### src/rtl/urw_pkg.sv
// shared constants of the serial receive block and its remote sender
// assumes one 200 MHz clock on both ends and a fixed bit period
`default_nettype none
package urw_pkg;
  localparam int          CLK_MHZ       = 200;
  // baud generator lies outside this block: bit period is fixed here
  localparam int          BIT_CYC       = 16;
  localparam int          HALF_CYC      = BIT_CYC / 2;
  localparam int          CNT_W         = 8;
  localparam logic [7:0]  BIT_LAST      = 8'(BIT_CYC - 1);
  localparam logic [7:0]  HALF_LAST     = 8'(HALF_CYC - 1);
  localparam int          RX_DEPTH      = 2;
  localparam int          TX_DEPTH      = 4;
  localparam int          RX_W          = 10;
  localparam int          TX_W          = 9;
  localparam int          RX_FRM_BIT    = 9;
  localparam int          RX_NINTH_BIT  = 8;
  localparam logic [3:0]  BITS_8        = 4'h8;
  localparam logic [3:0]  BITS_9        = 4'h9;
  localparam logic [3:0]  BRK_BITS      = 4'hD;
  localparam logic [3:0]  BRK_GAP_BITS  = 4'h2;
  localparam logic        LINE_IDLE     = 1'b1;
  typedef enum logic [1:0] {RX_IDLE, RX_START, RX_DATA, RX_STOP} urw_rx_st_t;
  typedef enum logic [2:0] {TX_IDLE, TX_START, TX_DATA, TX_STOP,
                            TX_BRK, TX_GAP} urw_tx_st_t;
endpackage : urw_pkg
`default_nettype wire

### src/rtl/urw_line_if.sv
// serial line between the remote sender and the receive block
// assumes the testbench ties both ends to one instance
`default_nettype none
interface urw_line_if;
  logic rx_line;
  modport dev (input rx_line);
  modport rmt (output rx_line);
endinterface : urw_line_if
`default_nettype wire

### src/rtl/urw_rx_dev.sv
// receive end: bit sampler, two-word character buffer, error flags,
// address filter and wake-on-break
// assumes rx_line comes from another domain; software strobes are on clk
`default_nettype none
////////////////////////////////////////////////////////////////////////////////
module urw_fifo #(
  parameter int W     = 8,
  parameter int DEPTH = 2
) (
  input  wire logic         clk,
  input  wire logic         rst,
  input  wire logic         ce,
  input  wire logic         clr,
  input  wire logic         in_valid,
  output logic              in_ready,
  input  wire logic [W-1:0] in_data,
  output logic              out_valid,
  input  wire logic         out_ready,
  output logic [W-1:0]      out_data
);
  localparam int AW = (DEPTH > 1) ? $clog2(DEPTH) : 1;
  logic [W-1:0]  mem_r [DEPTH];
  logic [AW-1:0] wr_r;
  logic [AW-1:0] rd_r;
  logic [AW:0]   cnt_r;
  logic          push;
  logic          pop;

  function automatic logic [AW-1:0] bump(input logic [AW-1:0] i);
    if (i == AW'(DEPTH - 1)) begin
      return '0;
    end
    return i + 1'b1;
  endfunction : bump

  assign in_ready  = (cnt_r != (AW + 1)'(DEPTH));
  assign out_valid = (cnt_r != '0);
  assign out_data  = mem_r[rd_r];
  assign push      = in_valid & in_ready;
  assign pop       = out_valid & out_ready;

  always_ff @(posedge clk) begin
    if (ce && push) begin
      mem_r[wr_r] <= in_data;
    end
  end

  always_ff @(posedge clk) begin
    if (rst) begin
      wr_r  <= '0;
      rd_r  <= '0;
      cnt_r <= '0;
    end else if (ce) begin
      if (clr) begin
        wr_r  <= '0;
        rd_r  <= '0;
        cnt_r <= '0;
      end else begin
        if (push) begin
          wr_r <= bump(wr_r);
        end
        if (pop) begin
          rd_r <= bump(rd_r);
        end
        if (push && !pop) begin
          cnt_r <= cnt_r + 1'b1;
        end else if (pop && !push) begin
          cnt_r <= cnt_r - 1'b1;
        end
      end
    end
  end
endmodule : urw_fifo
////////////////////////////////////////////////////////////////////////////////
// Operation
// - store framing error with every character
// - flags show oldest character; read pops
// - framing flag cleared only by read or port disable
// - framing error neither stops reception nor interrupts
// - third complete character while full sets overrun
// - overrun blocks intake; enables clear it
// - nine-bit mode; ninth bit shown separately
// - address mode with nine-bit mode keeps only ninth-bit-set characters
// - software drops address mode after match
// - wake only async; no reception asleep
// - wake mode suppresses reception, watches falling edge
// - wake falling edge sets receive interrupt
// - data read clears wake interrupt
// - line rising edge ends break, clears wake
// - non-zero character: first low is wake
// - sender breaks ten or more bit times
// - sender leaves time for oscillator start
// - software checks idle before enabling wake
module urw_rx_dev
  import urw_pkg::*;
(
  input  wire logic   clk,
  input  wire logic   rst,
  input  wire logic   ce,
  urw_line_if.dev     line,
  input  wire logic   serial_port_enable,
  input  wire logic   continuous_rx_enable,
  input  wire logic   nine_bit_rx_select,
  input  wire logic   address_detect_enable,
  input  wire logic   wakeup_set,
  input  wire logic   sleep,
  input  wire logic   rd_data,
  output logic [7:0]  rx_data_reg,
  output logic        rx_ninth_bit,
  output logic        frame_err_flag,
  output logic        overrun_err_flag,
  output logic        rx_interrupt_flag,
  output logic        wakeup_enable,
  output logic        rx_idle_status
);
  logic             sync1_r;
  logic             sync2_r;
  logic             prev_r;
  logic             fall;
  logic             rise;
  urw_rx_st_t       st_r;
  logic [CNT_W-1:0] cnt_r;
  logic [3:0]       bitn_r;
  logic [8:0]       rx_shift_register;
  logic             done_r;
  logic             stop_bad_r;
  logic             run;
  logic [8:0]       char_val;
  logic             keep;
  logic             fifo_in_ready;
  logic             fifo_out_valid;
  logic [RX_W-1:0]  fifo_out_data;
  logic             push;
  logic             pop;
  logic             wake_low_r;
  logic             wake_irq_r;

  assign fall = prev_r & ~sync2_r;
  assign rise = ~prev_r & sync2_r;
  // wake mode and sleep both hold the sampler off
  assign run  = serial_port_enable & continuous_rx_enable & ~wakeup_enable
              & ~sleep;
  assign char_val = nine_bit_rx_select ? rx_shift_register
                  : {1'b0, rx_shift_register[8:1]};
  assign keep = ~(address_detect_enable & nine_bit_rx_select
                & ~char_val[8]);
  assign push = done_r & keep & ~overrun_err_flag;
  assign pop  = rd_data & fifo_out_valid;

  ////////////////////////////////////////////////////////////////////////////
  // line synchroniser; only the second stage is looked at
  always_ff @(posedge clk) begin
    if (rst) begin
      sync1_r <= LINE_IDLE;
      sync2_r <= LINE_IDLE;
      prev_r  <= LINE_IDLE;
    end else if (ce) begin
      sync1_r <= line.rx_line;
      sync2_r <= sync1_r;
      prev_r  <= sync2_r;
    end
  end

  ////////////////////////////////////////////////////////////////////////////
  // bit sampler
  always_ff @(posedge clk) begin
    if (rst) begin
      st_r              <= RX_IDLE;
      cnt_r             <= '0;
      bitn_r            <= '0;
      rx_shift_register <= '0;
      done_r            <= 1'b0;
      stop_bad_r        <= 1'b0;
    end else if (ce) begin
      done_r <= 1'b0;
      if (!run) begin
        st_r  <= RX_IDLE;
        cnt_r <= '0;
      end else begin
        unique case (st_r)
          RX_IDLE: begin
            cnt_r <= '0;
            if (fall) begin
              st_r <= RX_START;
            end
          end
          RX_START: begin
            cnt_r <= cnt_r + 1'b1;
            if (cnt_r == HALF_LAST) begin
              cnt_r  <= '0;
              bitn_r <= '0;
              // a glitch that is high again at mid-bit is dropped
              st_r   <= sync2_r ? RX_IDLE : RX_DATA;
            end
          end
          RX_DATA: begin
            cnt_r <= cnt_r + 1'b1;
            if (cnt_r == BIT_LAST) begin
              cnt_r             <= '0;
              rx_shift_register <= {sync2_r, rx_shift_register[8:1]};
              bitn_r            <= bitn_r + 1'b1;
              if (bitn_r == (nine_bit_rx_select ? BITS_9 : BITS_8) - 4'h1)
              begin
                st_r <= RX_STOP;
              end
            end
          end
          RX_STOP: begin
            cnt_r <= cnt_r + 1'b1;
            if (cnt_r == BIT_LAST) begin
              stop_bad_r <= ~sync2_r;
              done_r     <= 1'b1;
              st_r       <= RX_IDLE;
            end
          end
        endcase
      end
    end
  end

  ////////////////////////////////////////////////////////////////////////////
  // character buffer; port disable flushes it, receive disable does not
  urw_fifo #(
    .W     (RX_W),
    .DEPTH (RX_DEPTH)
  ) u_fifo (
    .clk       (clk),
    .rst       (rst),
    .ce        (ce),
    .clr       (~serial_port_enable),
    .in_valid  (push),
    .in_ready  (fifo_in_ready),
    .in_data   ({stop_bad_r, char_val}),
    .out_valid (fifo_out_valid),
    .out_ready (pop),
    .out_data  (fifo_out_data)
  );

  ////////////////////////////////////////////////////////////////////////////
  // overrun: held until either enable drops
  always_ff @(posedge clk) begin
    if (rst) begin
      overrun_err_flag <= 1'b0;
    end else if (ce) begin
      if (!serial_port_enable || !continuous_rx_enable) begin
        overrun_err_flag <= 1'b0;
      end else if (push && !fifo_in_ready) begin
        overrun_err_flag <= 1'b1;
      end
    end
  end

  ////////////////////////////////////////////////////////////////////////////
  // wake on break; runs in sleep too, standing in for the async path
  always_ff @(posedge clk) begin
    if (rst) begin
      wakeup_enable <= 1'b0;
      wake_low_r    <= 1'b0;
    end else if (ce) begin
      if (!serial_port_enable) begin
        wakeup_enable <= 1'b0;
        wake_low_r    <= 1'b0;
      end else if (wakeup_enable) begin
        if (fall) begin
          wake_low_r <= 1'b1;
        end else if (wake_low_r && rise) begin
          wakeup_enable <= 1'b0;
          wake_low_r    <= 1'b0;
        end
      end else if (wakeup_set) begin
        wakeup_enable <= 1'b1;
        wake_low_r    <= 1'b0;
      end
    end
  end

  always_ff @(posedge clk) begin
    if (rst) begin
      wake_irq_r <= 1'b0;
    end else if (ce) begin
      if (!serial_port_enable) begin
        wake_irq_r <= 1'b0;
      end else if (wakeup_enable && fall) begin
        wake_irq_r <= 1'b1;
      end else if (rd_data) begin
        wake_irq_r <= 1'b0;
      end
    end
  end

  ////////////////////////////////////////////////////////////////////////////
  // registered views; framing error never feeds the interrupt
  always_ff @(posedge clk) begin
    if (rst) begin
      rx_data_reg       <= '0;
      rx_ninth_bit      <= 1'b0;
      frame_err_flag    <= 1'b0;
      rx_interrupt_flag <= 1'b0;
      rx_idle_status    <= 1'b1;
    end else if (ce) begin
      rx_data_reg       <= fifo_out_valid ? fifo_out_data[7:0] : '0;
      rx_ninth_bit      <= fifo_out_valid & fifo_out_data[RX_NINTH_BIT];
      frame_err_flag    <= fifo_out_valid & fifo_out_data[RX_FRM_BIT];
      rx_interrupt_flag <= fifo_out_valid | wake_irq_r;
      rx_idle_status    <= (st_r == RX_IDLE);
    end
  end
endmodule : urw_rx_dev
`default_nettype wire

### src/flat_wrapper.sv
// flat-port wrapper written by rule: the top's interface ports become plain ports
module urw_rx_dev_flat import urw_pkg::*;
  (clk, rst, ce, serial_port_enable, continuous_rx_enable, nine_bit_rx_select, address_detect_enable, wakeup_set, sleep, rd_data, rx_data_reg, rx_ninth_bit, frame_err_flag, overrun_err_flag, rx_interrupt_flag, wakeup_enable, rx_idle_status, line_rx_line);
  urw_line_if line_i ();
  input  wire logic clk;
  input  wire logic rst;
  input  wire logic ce;
  input  wire logic serial_port_enable;
  input  wire logic continuous_rx_enable;
  input  wire logic nine_bit_rx_select;
  input  wire logic address_detect_enable;
  input  wire logic wakeup_set;
  input  wire logic sleep;
  input  wire logic rd_data;
  output logic [7:0] rx_data_reg;
  output logic rx_ninth_bit;
  output logic frame_err_flag;
  output logic overrun_err_flag;
  output logic rx_interrupt_flag;
  output logic wakeup_enable;
  output logic rx_idle_status;
  input wire logic [$bits(line_i.rx_line)-1:0] line_rx_line;
  assign line_i.rx_line = line_rx_line;
  urw_rx_dev u_core (.clk(clk), .rst(rst), .ce(ce), .line(line_i), .serial_port_enable(serial_port_enable), .continuous_rx_enable(continuous_rx_enable), .nine_bit_rx_select(nine_bit_rx_select), .address_detect_enable(address_detect_enable), .wakeup_set(wakeup_set), .sleep(sleep), .rd_data(rd_data), .rx_data_reg(rx_data_reg), .rx_ninth_bit(rx_ninth_bit), .frame_err_flag(frame_err_flag), .overrun_err_flag(overrun_err_flag), .rx_interrupt_flag(rx_interrupt_flag), .wakeup_enable(wakeup_enable), .rx_idle_status(rx_idle_status));
endmodule
### config.mk
export PLATFORM = sky130hd
export DESIGN_NAME = urw_rx_dev_flat
export DESIGN_NICKNAME = d
export VERILOG_FILES = /design/src/rtl/urw_pkg.sv /design/src/rtl/urw_line_if.sv /design/src/rtl/urw_rx_dev.sv /design/src/flat_wrapper.sv
export SDC_FILE = /design/constraint.sdc
export NUM_CORES = 1
export LEC_CHECK = 0
export ABC_AREA = 0
export BUFFER_PORTS_ARGS = -buffer_cell sky130_fd_sc_hd__buf_2
export CAP_MARGIN = 20
export CORE_AREA = 8 8 85 87
export DETAILED_ROUTE_END_ITERATION = 8
export DIE_AREA = 0 0 93 95
export PLACE_DENSITY = 0.71
export SYNTH_ARGS = -nofsm -noshare
export SYNTH_HDL_FRONTEND = slang
export SYNTH_SLANG_ARGS = --single-unit
### constraint.sdc
create_clock -name clk -period 4.6 [get_ports clk]
set_clock_uncertainty 0.15 [all_clocks]
set_input_delay 0.23 -clock clk [delete_from_list [all_inputs] [get_ports clk]]
set_output_delay 0.23 -clock clk [all_outputs]
set_load 0.02 [all_outputs]
Yosys cells after proc, flatten, opt, wreduce, memory -nomap -nowiden. Memories as Yosys holds them, arrays and structs flattened. A register that Yosys moved wholly into a read port is not among the register bits. Index checks and enable logic that the tools add are counted.

RAM bits: 20. Output and inout port bits: 14. Memories kept: 1. Bits of input ports: 11. Logic and storage cells: 158. Register bits: 48.

Muxes and demuxes: 61. Eq/ne operators: 20. Reduce and logical (&&, ||, !) cells: 26. $add $sub $neg: 7. Bitwise operators: 22.

Memories: u_core.u_fifo.mem_r (depth 2, width 10, rd ports 1, clocked after Yosys merged registers in 1, write ports 1, RTL line urw_rx_dev.sv:22) `logic [W-1:0] mem_r [DEPTH];`.

Operator list (count): 1-bit two-way mux (41); 8-bit two-way mux (4); 8-bit case mux with 4 select lines (1); 2-bit two-way mux (10); 1-bit AND (14); 3-bit inequality test, second input constant (4); 2-bit AND reduction (5); 9-bit two-way mux (1); 3-bit by 1-bit inequality test with 1-bit output, second input constant (3); 8-bit by 1-bit adder with 8-bit output, second input constant (1); 8-bit by 3-bit == test with 1-bit output, second input constant (1); 8-bit by 4-bit == test with 1-bit output, second input constant (1); 4-bit two-way mux (2); 2-bit by 1-bit inequality test with 1-bit output, second input constant (4); 2-bit case mux with 4 select lines (1); 4-bit case mux with 2 select lines (1); 4-bit AND reduction (2); 1-bit NOT (7); 1-bit logical AND (6); 6-bit AND reduction (1); 2-bit nonzero test (3); 1-bit zero test (5); 5-bit AND reduction (1); 4-bit by 1-bit adder with 4-bit output, second input constant (1); 14 further kinds (16).

Depth between registers and ports, before layout. Gate-level depths: netlist of run 1.

Depth in word-level cells: 14. Mapped depth: 7. Depth with buffers taken out: 7.

Cells and area by module. Synthesis of run 1 repeated with hierarchy kept, for this count alone.

Cells, all modules: 323. Area, all modules: 3199.3 um2.

Modules (own cells, without submodules): urw_rx_dev (instances 1, cells each 256, sequential area each 880.8 um2, area an instance 2192.1 um2); urw_fifo (instances 1, cells each 67, sequential area each 700.7 um2, area an instance 1007.2 um2).

Worst setup path before layout of run 1. No wires, ideal clock.

Path type: register to register. From: register u_core.wakeup_enable. To: register u_core.cnt_r[7]. Arrival time: 1774 ps. Required time: 4376 ps. Clock period less this slack: 1998 ps. Stages on the path, launching flop included: 6. Slack: 2602 ps. Library setup time: 74 ps. Path buffers: 0. Path through: dfxtp_1 -> or3b_4 -> or3_1 -> a211oi_2 -> o21ai_0 -> a31oi_1.

Cells in the longest elaborated chain, start to end: 4.

Ends and longest elaborated chain: start: declaration (RTL line urw_rx_dev.sv:113) `output logic wakeup_enable,`; start signal: assignment (RTL line urw_rx_dev.sv:257) `wakeup_enable <= 1'b0;`; start signal: assignment (RTL line urw_rx_dev.sv:261) `wakeup_enable <= 1'b0;`; start signal: assignment (RTL line urw_rx_dev.sv:267) `wakeup_enable <= 1'b0;`; 1-bit NOT (RTL line urw_rx_dev.sv:141) `assign run = serial_port_enable & continuous_rx_enable & ~wakeup_enable`; 1-bit AND (RTL line urw_rx_dev.sv:141); 1-bit AND (RTL line urw_rx_dev.sv:142) `& ~sleep;`; 8-bit two-way mux (RTL line urw_rx_dev.sv:176) `if (!run) begin`; end signal: assignment (RTL line urw_rx_dev.sv:188) `cnt_r <= cnt_r + 1'b1;`; end signal: assignment (RTL line urw_rx_dev.sv:197) `cnt_r <= cnt_r + 1'b1;`; end signal: assignment (RTL line urw_rx_dev.sv:209) `cnt_r <= cnt_r + 1'b1;`; end: declaration (RTL line urw_rx_dev.sv:122) `logic [CNT_W-1:0] cnt_r;`.

No other way between the ends. A chain may end at the register's enable or synchronous reset.

Worst setup path after layout of run 1.
From: register u_core.st_r[0]. To: register u_core.bitn_r[3].

Cells in the longest elaborated chain, start to end: 3. Elaborated cells on any way between the ends: 7.

Ends and longest elaborated chain: start: declaration (RTL line urw_rx_dev.sv:121) `urw_rx_st_t st_r;`; start signal: assignment (RTL line urw_rx_dev.sv:193) `st_r <= sync2_r ? RX_IDLE : RX_DATA;`; 2-bit == test / 2-bit by 1-bit == test with 1-bit output (equally long branches) (RTL line urw_rx_dev.sv:180) `unique case (st_r)`; 2-bit by 1-bit inequality test with 1-bit output (no source line) / 2-bit nonzero test (equally long branches); 5-bit AND reduction (no source line); end signal: assignment (RTL line urw_rx_dev.sv:201) `bitn_r <= bitn_r + 1'b1;`; end: declaration (RTL line urw_rx_dev.sv:123) `logic [3:0] bitn_r;`.

Several ways; a longest one is shown, not always the timed one.

==> results_dict.tcl, run 1 <==
set metrics [dict create \
    area_growth_pct 13.0 \
    fmax_ghz 0.420 \
    post_cts_buffers 0 \
    multiInputGateArea_um2 1400 \
    place_congestion 0.821 \
    grt_start_max_net_pins 46 \
    hold_buffers 2 \
    postPlaceCellArea_um2 3230 \
    vias 2362 \
    run_status "complete, no violations" \
    final_max_slew_viol_count 0 \
    yosys_warnings 0 \
    startpoint_type "flop" \
    dieHeight_um 95 \
    synth_area_um2 3060 \
    regMostFlops "u_core.u_fifo.mem_r" \
    power_leakage_nw 1.34 \
    hold_viol 0 \
    required_ns 4.71 \
    rsz0062_at_grt "no" \
    yosys_most_used_dff "dfxtp_1" \
    regArea_um2 1580 \
    largest_reg_flops 20 \
    gr-total-overflow 0 \
    async_reset_ff_share_pct 0 \
    arrival_ns 2.49 \
    critical_path_class "reg2reg" \
    dp_hpwl_um 4390 \
    layout-drive-gt1-share_pct 17.4 \
    grt_pass1_vias 2207 \
    layout.nets 352 \
    wl_um 6500 \
    vdd_drop_max_v 0.000149 \
    cap_violations 0 \
    synth-edff-count 20 \
    yosysSeqAreaShare_pct 51.6 \
    numClockSinks 69 \
    rows 28 \
    min_period_ns 2.38 \
    worstMarginPinSlew_ns 0.860 \
    synth_area_leaders "dfxtp_1 32%, edfxtp_1 20%, mux2i_1 7.2%" \
    synth_cells 310 \
    synth_area_per_cell_um2 9.88 \
    avgRoutedWirePerCell_um 15.7 \
    cts_buffers 9 \
    ios 25 \
    clock_path_buffers 2 \
    drt-pass1-iter-count 4 \
    setup_viol 0 \
    worstHoldPathType "in2reg" \
    cts_root_buf "clkbuf_8" \
    setup_slack_ns 2.22 \
    setup_tns_ns 0 \
    ys_types 43 \
    grt_pass1_wl_um 10900 \
    track_usage_pct 15.8 \
    cp_max_fo 13 \
    syn_nets 327 \
    ys_ff_latch 69 \
    fp.coreArea_um2 5820 \
    initial_core_util_pct 52.7 \
    post_cts_resized 0 \
    die-width_um 93 \
    cp-end-kind "flop" \
    clock_latency_ns 0.35 \
    clk_pin_slew_ns 0.09 \
    drtIter0Drc 189 \
    final_area_um2 3460 \
    whs_ns 0.0531 \
    die_area_um2 8840 \
    pre_cts_ws_ns 2.22 \
    cellPowerDensity_nw_per_um2 344 \
    fin_crit_sh_pct 51.7 \
    via_per_inst 5.69 \
    num_antenna_cells 0 \
    h-tree-depth 3 \
    fillCellCount 497 \
    reg.largest.list "u_core.u_fifo.mem_r (20), u_core.rx_shift_register (9)" \
    slew-limit-headroom_pct 42.5 \
    ant_nets 0 \
    cts_tree "done" \
    antenna_found_initial 0 \
    drc_errors 0 \
    netlist.area_leader.share_pct 32.0 \
    yosysTopAreaCell "dfxtp_1" \
    numPortBuffers 24 \
]
-- layout by cell type (no fill, tap or decap), types with 11 or more instances in the layout --
cell type and count:
dfxtp_1 49, a21oi_1 30, mux2i_1 22, nand2_1 31
nand3_1 11, nor2_1 46, buf_2 24, edfxtp_1 20
-- worst max-delay path: stages, from the launching register on --
cell	delay, ns
dfxtp_1	0.42
inv_1	0.09
ha_1	0.37
mux2_2	0.35
o32ai_4	0.32
and3_1	0.25
nand2_1	0.10
o32ai_2	0.22
-- cell families after synthesis --
| group | count (synthesis) | synth area share [%] |
|---|---|---|
| AO/OA/AOI/OAI | 70 | 15.4 |
| XOR/XNOR | 3 | 0.858 |
| adder cells (fa/ha/maj) | 6 | 2.45 |
| buffers and inverters | 22 | 2.74 |
| flip-flops | 69 | 51.6 |
| multiplexers | 31 | 10.5 |
| AND/OR/NAND/NOR | 109 | 16.4 |
-- Yosys cell counts (4+ instances only) --
cell type / instances
o211ai_1: 5
mux2_2: 9
edfxtp_1: 20
nor2_1: 46
o31ai_1: 4
nand3_1: 11
a31oi_1: 4
o21ai_0: 9
mux2i_1: 22
a21oi_1: 30
inv_1: 9
nor3_1: 4
dfxtp_1: 49
ha_1: 6
nand2_1: 31
a211oi_1: 4
clkbuf_1: 9
-- final timing paths --
check                           from  slack, ns                 endpoint  cells past startpoint
setup / recovery      u_core.st_r[0]       2.22         u_core.bitn_r[3]                      7
hold reg to reg    u_core.wake_irq_r       0.32        u_core.wake_irq_r                      2
setup reg to reg      u_core.st_r[0]       2.22         u_core.bitn_r[3]                      7
hold / removal    serial_port_enable       0.05  u_core.overrun_err_flag                      3
-- through the flow --
stage / power, mW / utilization (%) / cells
floorplan: 0.671 / - / 310
global placement: 0.684 / 55.6 / 397
detailed placement: 0.685 / 55.6 / 397
CTS: 1.20 / 59.5 / 415
global route: 1.23 / 59.5 / 415
finish: 1.19 / 59.5 / 415
-- power breakdown --
part	switching (mW)	internal [mW]
Combinational	0.0319	0.0145
Sequential	0.00278	0.624
Clock	0.258	0.259
-- routing by layer --
| metal | global-route usage (%) | vias up | wire length (µm) |
|---|---|---|---|
| li1 | - | 1164 | - |
| met1 | 20.0 | 1117 | 2980 |
| met2 | 24.4 | 68 | 3030 |
| met3 | 3.49 | 13 | 347 |
| met4 | 9.53 | 0 | 153 |
| met5 | 0 | - | 0 |
-- layout make-up --
| cell class | instances | share of cell area, % |
|---|---|---|
| flip-flops and latches | 69 | 45.7 |
| multi-input cells | 219 | 40.4 |
| repair buffers | 27 | 4.27 |
| clock buffers | 9 | 3.58 |
| well taps | 75 | 2.71 |
| clock inverters | 7 | 2.39 |
| inverters | 9 | 0.976 |
Power figures use the tool's default switching activity.
==> inputs of run 2 (changes only) <==
ABC_AREA = 1   (was 0)
CORE_AREA = 8 8 87 89   (was 8 8 85 87)
DIE_AREA = 0 0 95 97   (was 0 0 93 95)
PLACE_DENSITY = 0.72   (was 0.71)
clock period = 1.95 ns   (was 4.6 ns; I/O delays follow)
==> run 2 against run 1 <==
Effect of this change:
- global-route usage down 0.95 points
- die area is 4.3% higher
- first-iteration DRC count up 16%
- synthesized area increased by 2.7%
- maximum frequency is 31% higher
- critical endpoint is now u_core.rx_shift_register[4]
- worst setup slack lost 2.1 ns
- via count is 8.6% higher
==> results_dict.tcl, run 2 <==
set metrics [dict create \
    synth_cells 377 \
    r2r_end "u_core.rx_shift_register[4]" \
    arrival_ns 1.92 \
    yosys-top-cells-count "87 x nand2_1, 49 x dfxtp_1, 38 x a21oi_1, 36 x inv_1, 30 x nor2_1" \
    slew-limit-headroom_pct 65.1 \
    timing.rr.start "u_core.st_r[0]" \
    synth_xor_area_share_pct 1.67 \
    cpLargestDelayFamily "buffers and inverters" \
    cpMostUsedCell "inv_1" \
    run_status "complete, no violations" \
    numClockSinks 69 \
    final_max_slew_viol_count 0 \
    wl_um 6530 \
    stdcell_count 494 \
    yosys_most_used_dff "dfxtp_1" \
    hold_viol 0 \
    grt_start_max_net_pins 29 \
    slowest_delay_ns 0.35 \
    place_congestion 0.825 \
    synthAdderAreaFrac_pct 2.39 \
    min_period_ns 1.82 \
    drc_errors 0 \
    drtIter0Drc 220 \
    track_usage_pct 14.9 \
    synth_area_per_cell_um2 8.35 \
    antenna_found_initial 0 \
    layout-drive-gt1-share_pct 18.0 \
    clock_latency_ns 0.33 \
    yosys_warnings 0 \
    grt_pass1_vias 2390 \
    dp_hpwl_um 4580 \
    clk_pin_slew_ns 0.07 \
    worstMarginPinSlew_ns 0.523 \
    cp_slowest_cell "dfxtp_1" \
    power_frac_seq_pct 51.2 \
    avgRoutedWirePerCell_um 13.2 \
    r2r_cells 7 \
    area_growth_pct 15.9 \
    cts_root_buf "clkbuf_8" \
    synth-edff-count 20 \
    syn_nets 394 \
    yosysTopAreaCell "dfxtp_1" \
    synth-simple-area-share_pct 22.3 \
    drt-pass1-iter-count 4 \
    regMostFlops "u_core.u_fifo.mem_r" \
    rows 29 \
    ys_types 37 \
    fmax_ghz 0.551 \
    netSwitchingPower_uw 676 \
    cp-end-kind "flop" \
    hold_start "serial_port_enable" \
    synth_area_leaders "dfxtp_1 31%, edfxtp_1 19%, nand2_1 10%" \
    die_area_um2 9220 \
    synth.most_common_cell "nand2_1" \
    p_int_mw 2.27 \
    crit_end "u_core.rx_shift_register[4]" \
    yosysSeqAreaShare_pct 50.3 \
    vias 2565 \
    cts_buffers 9 \
    ys_ff_latch 69 \
    layout_commonest_cell "nand2_1" \
    startpoint "u_core.st_r[0]" \
    worst-path-stages 7 \
    numPortBuffers 24 \
    setup_tns_ns 0 \
    cp_max_fo 18 \
    vdd_drop_max_v 0.000497 \
    setup_viol 0 \
    startpoint_type "flop" \
    rrSetupSlack_ns 0.13 \
    critical_path_class "reg2reg" \
    netlist.area_leader.share_pct 31.2 \
    critPathBufInv 3 \
    combPwrFrac_pct 7.5 \
    fin_crit_sh_pct 93.1 \
    h-tree-depth 3 \
    ant_nets 0 \
    ios 25 \
    synth_area_um2 3150 \
    cellPowerDensity_nw_per_um2 807 \
    reg.largest.list "u_core.u_fifo.mem_r (20), u_core.rx_shift_register (9)" \
    via_per_inst 5.19 \
    fp.coreArea_um2 6200 \
    p_clk_share_pct 41.3 \
    synth_compound_gate_area_share_pct 12.2 \
    cts_tree "done" \
    layout.nets 430 \
    power_leakage_nw 1.48 \
    power.share.switching_pct 23.0 \
    initial_core_util_pct 50.7 \
    placedCellCount 474 \
    final_cell_mix "86 x nand2_1, 48 x dfxtp_1, 38 x a21oi_1" \
    synth_top_family_by_area "simple AND/OR/NAND/NOR gates" \
    gr-total-overflow 0 \
    async_reset_ff_share_pct 0 \
    dieHeight_um 97 \
    required_ns 2.05 \
    num_antenna_cells 0 \
    worstHoldPathType "in2reg" \
    yosys-mux-area-fraction_pct 3.90 \
    path_cells "inv_1 -> ha_1 -> inv_1 -> nor3_4 -> buf_12 -> o21ai_0 -> a21oi_1" \
    clock_path_buffers 2 \
    cap_violations 0 \
    final_util_pct 58.8 \
    largest_reg_flops 20 \
    die-width_um 95 \
    grt_pass1_wl_um 11000 \
    post_cts_buffers 0 \
]
run 2: cell type report:
| type | count | area, µm² |
|---|---|---|
| clock buffer | 9 | 124 |
| clock inverter | 6 | 78.8 |
| fill | 547 | 2560 |
| inverter | 41 | 154 |
| multi-input combinational | 253 | 1360 |
| sequential | 69 | 1580 |
| tap | 77 | 96.3 |
| timing repair buffer | 39 | 258 |
run 2: how the worst min path moves through the flow:
stage | endpoint | cells past startpoint
after floorplan | u_core.sync1_r | 2
after global placement | u_core.sync1_r | 3
after detailed placement | u_core.sync1_r | 3
after CTS | u_core.overrun_err_flag | 3
after global routing | u_core.overrun_err_flag | 3
final | u_core.overrun_err_flag | 3
run 2: stage by stage:
| stage | power, mW | area, µm² | setup WS [ns] | hold slack (ns) |
|---|---|---|---|---|
| after floorplan | 1.69 | 3150 | 0.213 | 0.0738 |
| after global placement | 1.75 | 3380 | 0.115 | 0.168 |
| after detailed placement | 1.75 | 3380 | 0.0631 | 0.185 |
| after CTS | 2.97 | 3630 | 0.0389 | 0.0138 |
| after global routing | 3.07 | 3650 | -0.0311 | 0.0310 |
| final | 2.95 | 3650 | 0.134 | 0.0195 |
run 2: logic make-up (layout without fill, tap and decap cells):
kind of cell	after synthesis	count (layout)
compound gates	73	73
fa+ha+maj	6	6
buf+inv	55	95
mux	11	11
xor+xnor	6	6
flops	69	69
simple gates	157	157
run 2: per-layer routing:
| layer | wire, µm | global-route usage [%] |
|---|---|---|
| met3 | 361 | 3.32 |
| met5 | 0 | 0 |
| met1 | 3040 | 19.8 |
| met4 | 84 | 5.65 |
| met2 | 3040 | 22.8 |
run 2: what timing repair did:
| item | in CTS | in global routing |
|---|---|---|
| resized for setup | 0 | 5 |
| endpoints found under the hold margin | 7 | 0 |
| hold buffers | 5 | 0 |
| endpoints found under the setup margin | 0 | 21 |
run 2: worst reg2reg max path, cell delays in order (launching register included):
cell and delay, ns:
dfxtp_1 0.35, inv_1 0.13, ha_1 0.33, inv_1 0.15
nor3_4 0.26, buf_12 0.17, o21ai_0 0.08, a21oi_1 0.12
run 2: power by group through the flow:
stage / Clock, mW / Combinational [mW] / Sequential, mW
after CTS: 1.24 / 0.222 / 1.51
final: 1.22 / 0.221 / 1.51
after global routing: 1.31 / 0.249 / 1.51
after global placement: 0 / 0.211 / 1.54
after detailed placement: 0 / 0.213 / 1.54
after floorplan: 0 / 0.138 / 1.55
